File: config.mk
export PLATFORM = sky130hd
export DESIGN_NAME = vcad_decoder
export DESIGN_NICKNAME = d
export VERILOG_FILES = /design/src/rtl/vcad_pkg.sv /design/src/rtl/vcad_bal_if.sv /design/src/rtl/vcad_bal_bank.sv /design/src/rtl/vcad_decoder.sv
export VERILOG_INCLUDE_DIRS = /design/src /design/src/rtl
export SDC_FILE = /design/constraint.sdc
export NUM_CORES = 1
export LEC_CHECK = 0
export ABC_AREA = 1
export BUFFER_PORTS_ARGS = -buffer_cell sky130_fd_sc_hd__buf_2
export CORE_ASPECT_RATIO = 0.5
export CORE_UTILIZATION = 40
export CTS_BUF_LIST = sky130_fd_sc_hd__clkbuf_4 sky130_fd_sc_hd__clkbuf_8
export DETAILED_ROUTE_END_ITERATION = 16
export PLACE_DENSITY = 0.59
export SYNTH_ARGS = -nofsm -noshare
export SYNTH_HDL_FRONTEND = slang
export SYNTH_SLANG_ARGS = --single-unit
File: constraint.sdc
create_clock -name clk -period 6.45 [get_ports clk]
set_input_delay 0.3225 -clock clk [delete_from_list [all_inputs] [get_ports clk]]
set_output_delay 0.3225 -clock clk [all_outputs]
set_load 0.02 [all_outputs]
File: src/rtl/vcad_regs.svh
// Address map, field positions and reset values of the backplane address decoder
`ifndef VCAD_REGS_SVH
`define VCAD_REGS_SVH

`define VCAD_LA_DYNAMIC      8'hFF
`define VCAD_LA_RESET        8'hFF
`define VCAD_A16_TOP         2'h3
`define VCAD_OFS_ID          6'h00
`define VCAD_OFS_DTYPE       6'h02
`define VCAD_OFS_STATUS      6'h04
`define VCAD_OFS_OFFSET      6'h06
`define VCAD_OFS_SER_HI      6'h0A
`define VCAD_OFS_SER_LO      6'h0C
`define VCAD_ID_CLASS        2'h3
`define VCAD_ID_SPACE        2'h0
`define VCAD_STATUS_VALUE    16'h400C
`define VCAD_OFFSET_RESET    16'h0000
`define VCAD_BAL_NIBBLE      4'h4
`define VCAD_BAL_RESET       12'h800
`define VCAD_RESP_CYCLES     2

`endif

File: src/rtl/vcad_pkg.sv
// Types shared by the backplane address decoder
package vcad_pkg;
	typedef enum logic [1:0] {
		VCAD_IDLE = 2'b01,
		VCAD_RESP = 2'b10
	} vcad_state_t;

	typedef enum logic {
		VCAD_SPACE_A16 = 1'b0,
		VCAD_SPACE_A24 = 1'b1
	} vcad_space_t;
endpackage

File: src/rtl/vcad_bal_if.sv
// Carrier between the decoder and its bank of bridge balance codes
interface vcad_bal_if #(
	parameter int CH = 8,
	parameter int W  = 12
);
	logic                      wr;
	logic [$clog2(CH)-1:0]     idx;
	logic [W-1:0]              wdata;
	logic [W-1:0]              rdata;
	logic [CH*W-1:0]           codes;

	modport ctrl (output wr, output idx, output wdata, input rdata, input codes);
	modport bank (input wr, input idx, input wdata, output rdata, output codes);
endinterface

File: src/rtl/vcad_bal_bank.sv
// Per-channel balance code storage with registered read port
`include "vcad_regs.svh"

module vcad_bal_bank #(
	parameter int CH = 8,
	parameter int W  = 12
) (
	input  wire logic clk,
	input  wire logic srst,
	vcad_bal_if.bank  bal
);
	logic [W-1:0] mem [CH];

	always_ff @(posedge clk) begin
		if (srst) begin
			for (int i = 0; i < CH; i++) begin
				mem[i] <= `VCAD_BAL_RESET;
			end
		end else if (bal.wr) begin
			mem[bal.idx] <= bal.wdata;
		end
	end

	always_ff @(posedge clk) begin
		if (srst) begin
			bal.rdata <= '0;
		end else begin
			bal.rdata <= mem[bal.idx];
		end
	end

	always_comb begin
		for (int i = 0; i < CH; i++) begin
			bal.codes[i*W +: W] = mem[i];
		end
	end
endmodule

File: src/rtl/vcad_decoder.sv
// Backplane slave address decoder: logical address, A16 config block, A24 window, balance codes
`include "vcad_regs.svh"

module vcad_decoder #(
	parameter int          CH        = 8,
	parameter int          BAL_W     = 12,
	parameter logic [11:0] MAKER_ID  = 12'hABC,   // Arbitrary value
	parameter logic [11:0] MODEL_ID  = 12'h123,   // Arbitrary value
	parameter logic [3:0]  MEM_REQ   = 4'hC,      // 64 kbytes in A24
	parameter logic [31:0] SERIAL    = 32'h0000_0001  // Arbitrary value
) (
	input  wire logic                   clk,
	input  wire logic                   srst,
	input  wire logic [7:0]             la_switch,
	input  wire logic                   acc_req,
	input  wire logic                   acc_space,
	input  wire logic [23:0]            acc_addr,
	input  wire logic                   acc_wr,
	input  wire logic                   acc_wide,
	input  wire logic [15:0]            acc_wdata,
	output logic                        acc_ack,
	output logic                        acc_err,
	output logic [15:0]                 acc_rdata,
	output logic [7:0]                  la_out,
	output logic                        la_dynamic,
	output logic                        op_req,
	output logic                        op_wr,
	output logic [15:0]                 op_addr,
	output logic [15:0]                 op_wdata,
	input  wire logic [15:0]            op_rdata,
	output logic [CH*BAL_W-1:0]         bal_code
);
	localparam int IDX_W = $clog2(CH);

	vcad_pkg::vcad_state_t state;
	logic [7:0]            la_reg;
	logic [15:0]           offset;
	logic                  dyn;
	logic [7:0]            la_eff;
	logic                  hit16;
	logic                  hit24;
	logic                  bal_sel;
	logic                  take;
	logic                  cap_hit;
	logic                  cap_wide;
	logic                  cap_space;
	logic                  cap_bal;
	logic [5:0]            cap_ofs;
	logic [3:0]            chan;

	vcad_bal_if #(.CH(CH), .W(BAL_W)) bal ();

	vcad_bal_bank #(.CH(CH), .W(BAL_W)) u_bank (
		.clk  (clk),
		.srst (srst),
		.bal  (bal)
	);

	assign dyn    = (la_switch == `VCAD_LA_DYNAMIC);
	assign la_eff = dyn ? la_reg : la_switch;
	assign take   = (state == vcad_pkg::VCAD_IDLE) && acc_req;
	assign hit16  = (acc_space == vcad_pkg::VCAD_SPACE_A16) && (acc_addr[15:14] == `VCAD_A16_TOP)
	                && (acc_addr[13:6] == la_eff);
	// Only the CH balance-code words in the first 256 bytes are decoded here; the rest of the 64k window goes out on the op_ port
	assign hit24  = (acc_space == vcad_pkg::VCAD_SPACE_A24)
	                && (acc_addr[23:16] == offset[15:8]);
	assign chan   = acc_addr[7:4];
	assign bal_sel = hit24 && (acc_addr[15:8] == 8'h00) && (acc_addr[3:0] == `VCAD_BAL_NIBBLE)
	                 && (chan >= 4'h1) && (chan <= 4'(CH));

	// Requests arriving while an answer is pending are ignored, not queued
	always_ff @(posedge clk) begin
		if (srst) begin
			state <= vcad_pkg::VCAD_IDLE;
		end else begin
			case (state)
				vcad_pkg::VCAD_IDLE: begin
					if (acc_req) begin
						state <= vcad_pkg::VCAD_RESP;
					end
				end
				vcad_pkg::VCAD_RESP: begin
					state <= vcad_pkg::VCAD_IDLE;
				end
				default: begin
					state <= vcad_pkg::VCAD_IDLE;
				end
			endcase
		end
	end

	always_ff @(posedge clk) begin
		if (srst) begin
			cap_hit   <= 1'b0;
			cap_wide  <= 1'b0;
			cap_space <= 1'b0;
			cap_bal   <= 1'b0;
			cap_ofs   <= 6'h00;
		end else if (take) begin
			cap_hit   <= hit16 || hit24;
			cap_wide  <= acc_wide;
			cap_space <= acc_space;
			cap_bal   <= bal_sel;
			cap_ofs   <= acc_addr[5:0];
		end
	end

	// Writes land at the edge that takes the request; wide writes change nothing
	always_ff @(posedge clk) begin
		if (srst) begin
			la_reg <= `VCAD_LA_RESET;
			offset <= `VCAD_OFFSET_RESET;
		end else if (take && hit16 && acc_wr && !acc_wide) begin
			if (acc_addr[5:0] == `VCAD_OFS_ID && dyn) begin
				la_reg <= acc_wdata[7:0];
			end
			if (acc_addr[5:0] == `VCAD_OFS_OFFSET) begin
				offset <= acc_wdata;
			end
		end
	end

	always_ff @(posedge clk) begin
		if (srst) begin
			la_out     <= `VCAD_LA_RESET;
			la_dynamic <= 1'b0;
		end else begin
			la_out     <= la_eff;
			la_dynamic <= dyn;
		end
	end

	always_comb begin
		bal.wr    = take && bal_sel && acc_wr && !acc_wide;
		bal.idx   = IDX_W'(chan - 4'h1);
		bal.wdata = acc_wdata[BAL_W-1:0];
	end

	always_ff @(posedge clk) begin
		if (srst) begin
			bal_code <= {CH{`VCAD_BAL_RESET}};
		end else begin
			bal_code <= bal.codes;
		end
	end

	always_ff @(posedge clk) begin
		if (srst) begin
			op_req   <= 1'b0;
			op_wr    <= 1'b0;
			op_addr  <= 16'h0000;
			op_wdata <= 16'h0000;
		end else begin
			op_req <= take && hit24 && !bal_sel && !acc_wide;
			if (take) begin
				op_wr    <= acc_wr;
				op_addr  <= acc_addr[15:0];
				op_wdata <= acc_wdata;
			end
		end
	end

	always_ff @(posedge clk) begin
		if (srst) begin
			acc_ack   <= 1'b0;
			acc_err   <= 1'b0;
			acc_rdata <= 16'h0000;
		end else begin
			acc_ack   <= (state == vcad_pkg::VCAD_RESP) && cap_hit && !cap_wide;
			acc_err   <= (state == vcad_pkg::VCAD_RESP) && cap_hit && cap_wide;
			acc_rdata <= 16'h0000;
			if (state == vcad_pkg::VCAD_RESP && cap_hit && !cap_wide) begin
				if (cap_space == vcad_pkg::VCAD_SPACE_A24) begin
					acc_rdata <= cap_bal ? 16'(bal.rdata) : op_rdata;
				end else begin
					case (cap_ofs)
						`VCAD_OFS_ID:     acc_rdata <= {`VCAD_ID_CLASS, `VCAD_ID_SPACE, MAKER_ID};
						`VCAD_OFS_DTYPE:  acc_rdata <= {MEM_REQ, MODEL_ID};
						`VCAD_OFS_STATUS: acc_rdata <= `VCAD_STATUS_VALUE;
						`VCAD_OFS_OFFSET: acc_rdata <= offset;
						`VCAD_OFS_SER_HI: acc_rdata <= SERIAL[31:16];
						`VCAD_OFS_SER_LO: acc_rdata <= SERIAL[15:0];
						default:          acc_rdata <= 16'h0000;
					endcase
				end
			end
		end
	end
endmodule

**Yosys cells after proc, flatten, opt, wreduce, memory -nomap -nowiden**

Memory sizes are Yosys's and may differ from the RTL's. A register that Yosys moved wholly into a read port is not among the register bits.
Cells that the tools add are included.

- ROM bits: 0
- Word-level logic and storage cells: 81
- Input bits: 70
- Output and inout port bits: 157
- RAM bits: 96
- Bits in registers: 97
- Memories kept: 1
- Bits in latches: 0

Memories:

| name | words | width | rd ports | clocked after memory_dff | write ports | RTL line | source |
|---|---|---|---|---|---|---|---|
| u_bank.mem | 8 | 12 | 9 | 9 | 8 | vcad_bal_bank.sv:12 | `logic [W-1:0] mem [CH];` |

- Reduce and logical (&&, ||, !) cells: 33
- Equality and inequality tests: 12
- Add/sub/neg operators: 1
- Bitwise operators: 3
- Muxes and demuxes: 12
- Order comparisons: 2
- Divide/modulo/power cells: 0
- Multipliers: 0
- Shift operators: 0

Operator list:

| operator | number |
|---|---|
| 16-bit case mux with 5 select lines | 1 |
| 16-bit 2-to-1 mux | 2 |
| 1-bit logical AND | 21 |
| 6-bit by 3-bit == test with 1-bit output (second input constant) | 3 |
| 8-bit == test | 2 |
| 6-bit logical NOT | 2 |
| 12-bit 2-to-1 mux | 1 |
| 12-bit OR reduction | 1 |
| 8-bit == test (second input constant) | 1 |
| 8-bit logical NOT | 1 |
| 8-bit 2-to-1 mux | 1 |
| 6-bit by 2-bit == test with 1-bit output (second input constant) | 1 |
| 6-bit by 4-bit == test with 1-bit output (second input constant) | 1 |
| 1-bit 2-to-1 mux | 6 |
| 2-bit == test (second input constant) | 2 |
| 4-bit by 3-bit == test with 1-bit output (second input constant) | 1 |
| 4-bit by 1-bit greater-or-equal comparator with 1-bit output (second input constant) | 1 |
| 4-bit <= comparator (second input constant) | 1 |
| 2-bit AND reduction | 2 |
| 2-bit OR reduction | 2 |
| 1-bit logical NOT | 3 |
| 3-bit 2-to-1 mux | 1 |
| 1-bit inverter | 3 |
| 3-bit by 1-bit subtractor with 3-bit output (second input constant) | 1 |
| 2 further kinds | 2 |

**Logic depth before layout (Yosys ltp)**

- Depth after elaboration: 14
- Mapped depth: 14
- Depth with buffers taken out: 13

**Modules after synthesis**

From an unflattened synthesis, not the netlist that was laid out.

- Cells, all modules: 1411
- Area, all modules: 11639.9 um2

By module, submodules not included:

| module | cells an instance | times used | sequential area each (um2) | area each (um2) |
|---|---|---|---|---|
| vcad_decoder | 856 | 1 | 3743.6 | 6712.7 |
| vcad_bal_bank | 555 | 1 | 3123.0 | 4927.2 |

**Least setup slack after synthesis**

OpenSTA, ideal clock, no wires.

- Path kind: in2reg
- Start point: in acc_addr[4]
- End point: mem u_bank.mem[2][0] (enable)
- Setup time: 0.398 ns
- Path buffers: 1
- Arrival time: 2.438 ns
- Data required time: 6.052 ns
- Stages: 8
- Path slack: 3.614 ns
- Path through: clkbuf_1 -> inv_1 -> ha_1 -> nand2_1 -> nor3_1 -> nor4_2 -> nand4_1 -> o21ai_0

RTL lines:

| item | RTL line | source |
|---|---|---|
| from (decl) | vcad_decoder.sv:17 | `input wire logic [23:0] acc_addr,` |
| to (decl) | vcad_bal_bank.sv:12 |  |

==> metrics <==
outcome=complete, no violations; top area cells in the synthesized netlist=dfxtp_1 (36%), edfxtp_1 (26%), nor2_1 (7.2%); setup clock skew after layout=0.0280 ns; CTS tree=done; transition at the pin with the smallest max-transition slack=1.14 ns; post-DR wirelength/cell=17.5 um; number of buffers inserted during clock tree synthesis=44; detailed placer's ending HPWL=23.3 mm; worst min-delay path category=in -> reg; final antenna-violating net count=0; synthesized netlist cell count=1263; number of pins exceeding their max-slew limit in the final report=0; Sinks on Clock Net=295; Die Y-Extent=120 um; count leader, synth=nor2_1; count of final setup violators=0; clk_lat worst skew=0.58 ns; Final Wtd Congestion=0.964; final total power=4.09 mW; RSZ-0062 raised after global routing=false; global-route wire length before repair=49.7 mm; Setup crit start kind=flip-flop; overall overflow remaining after global route=0; post-synth top area share=0.355; Post-CTS Setup Bufs=0; most common flop cell mapped by yosys=dfxtp_1; area grow syn2layout=21.9%; worst max-slew margin expressed relative to the limit=0.240; largest area contributor in the synthesized netlist=dfxtp_1; Commonest cells post-synth=nor2_1 (216), dfxtp_1 (199), nand2_1 (147), inv_1 (141); via count normalized by instance count=4.92; part of the Yosys area used for sequential elements=0.612; H-tree levels=2; share of cells above drive strength 1=0.226; pin count of the biggest net entering global routing=110; residual DRC count=0; synth unique cells=38; vias in the first global route=8931; setup_tns=0 ns; Regs by FF count=bal_code (96), u_bank.mem (96); critical path endpoint category=flip-flop; post-CTS clock slew at the launch and capture registers of the worst setup and hold paths=0.07 ns; Setup CP Type=reg -> reg; number of nets produced by synthesis=1336; Total Die Area=0.0288 sq mm; Pwr per Cell Area=299 mW/mm^2; number of synthesized flops with an enable pin=96; post-layout net count=1554; Max-cap violations=0; mean instance size in the synthesized netlist=8.89 sq um; total detailed-routing wirelength=33.0 mm; warning count from the yosys run=0; final period demand of the worst path=3.89 ns; final worst path period share=0.603; number of placed I/O pins=227; data required time of the critical path=6.73 ns; area of the mapped netlist=0.0112 sq mm; drt first-iter violations=839; global-route usage over all layers=0.229; number of antenna violations at the first check in global routing=2; vias after detailed routing=9300; fraction of registers with async set/reset=0; number of rows in the core area=42; Leakage=6.12 nW; peak ir drop on the vdd network=0.128 mV; Bufs on Longest Clock Path=3; hold violation count in the final report=0; number of iterations in the first detailed-routing pass=5; synthesized flop and latch total=295; Clock Tree Root=clkbuf_8; total of buffers placed on input and output ports=226; overall die width=239 um; maximum operating frequency=257 MHz; Core Area=0.0270 sq mm; starting density of the core=0.415; worst endpoint data arrival time=4.17 ns; peak fanout along the critical path=61
## path summary, 6_finish.rpt
| kind | from | end | slack, ns | cells after the start |
|---|---|---|---|---|
| max | state[1] | u_bank.mem[3][10] | 2.56 | 9 |
| min reg2reg | cap_wide | acc_err | 0.44 | 2 |
| max reg2reg | state[1] | u_bank.mem[3][10] | 2.56 | 9 |
| min | acc_wdata[13] | offset[13] | 0.03 | 3 |
## metrics by stage
stage | cell area [sq um] | cells | hold slack [ns] | setup slack (ns) | util
3_3_place_gp | 12600 | 1803 | 0.438 | 2.68 | 0.467
2_1_floorplan | 11200 | 1263 | 0.413 | 3.61 | -
6_report | 13700 | 1891 | 0.0305 | 2.56 | 0.506
4_1_cts | 13700 | 1890 | 0.000804 | 2.51 | 0.506
3_5_place_dp | 12600 | 1803 | 0.440 | 2.45 | 0.467
5_1_grt | 13700 | 1890 | 0.0223 | 2.13 | 0.506
## worst max-delay path: stages (launching register included)
cell and delay [ns]:
dfxtp_1 0.30, inv_1 0.06, nand3_1 0.38, inv_2 0.82
nand2_1 0.21, nor3_1 0.27, nand4_1 0.15, buf_4 0.32
o21ai_0 0.78, buf_4 0.29
## per-layer routing
layer	share of wire	track usage
met2	0.44	0.351
met5	0.0014	0
met3	0.082	0.0623
met4	0.027	0.0817
met1	0.45	0.310
## power breakdown
group | total, mW | switching [mW] | internal [mW]
combinational | 0.392 | 0.285 | 0.107
sequential | 2.02 | 0.0335 | 1.98
clock | 1.68 | 0.724 | 0.955
## cells by family after synthesis
kind of cell / share of synthesized area
AO/OA/AOI/OAI: 0.0935
XOR/XNOR: 0.00234
adder cells (fa/ha/maj): 0.00335
buffers and inverters: 0.0780
flip-flops: 0.612
AND/OR/NAND/NOR: 0.211
## final cells by class
class | instances | area, sq um
Sequential cell | 295 | 6870
Inverter | 157 | 589
Timing Repair Buffer | 244 | 1280
Antenna cell | 1 | 2.50
Clock buffer | 72 | 891
Clock inverter | 9 | 97.6
Fill cell | 2655 | 13300
Tap cell | 374 | 468
Multi-Input combinational cell | 739 | 3480
## placed cells by master (no fill, tap or decap), types with 12 or more instances in the layout
master and instances:
buf_2 225, nor2_1 216, dfxtp_1 199, nand2_1 147, inv_1 141, nor3_1 96, edfxtp_1 96, o21ai_0 88
a21oi_1 73, clkbuf_8 56, nand3_1 34, clkinv_1 17, clkbuf_4 16, o22ai_1 14, buf_4 13, nand4_1 12
a221oi_1 12
## what timing repair did
item | in CTS | in global routing
gates resized for setup | 0 | 0
hold buffers | 6 | 0
hold endpoints to repair | 6 | 0
(Power assumes the default switching activity.)
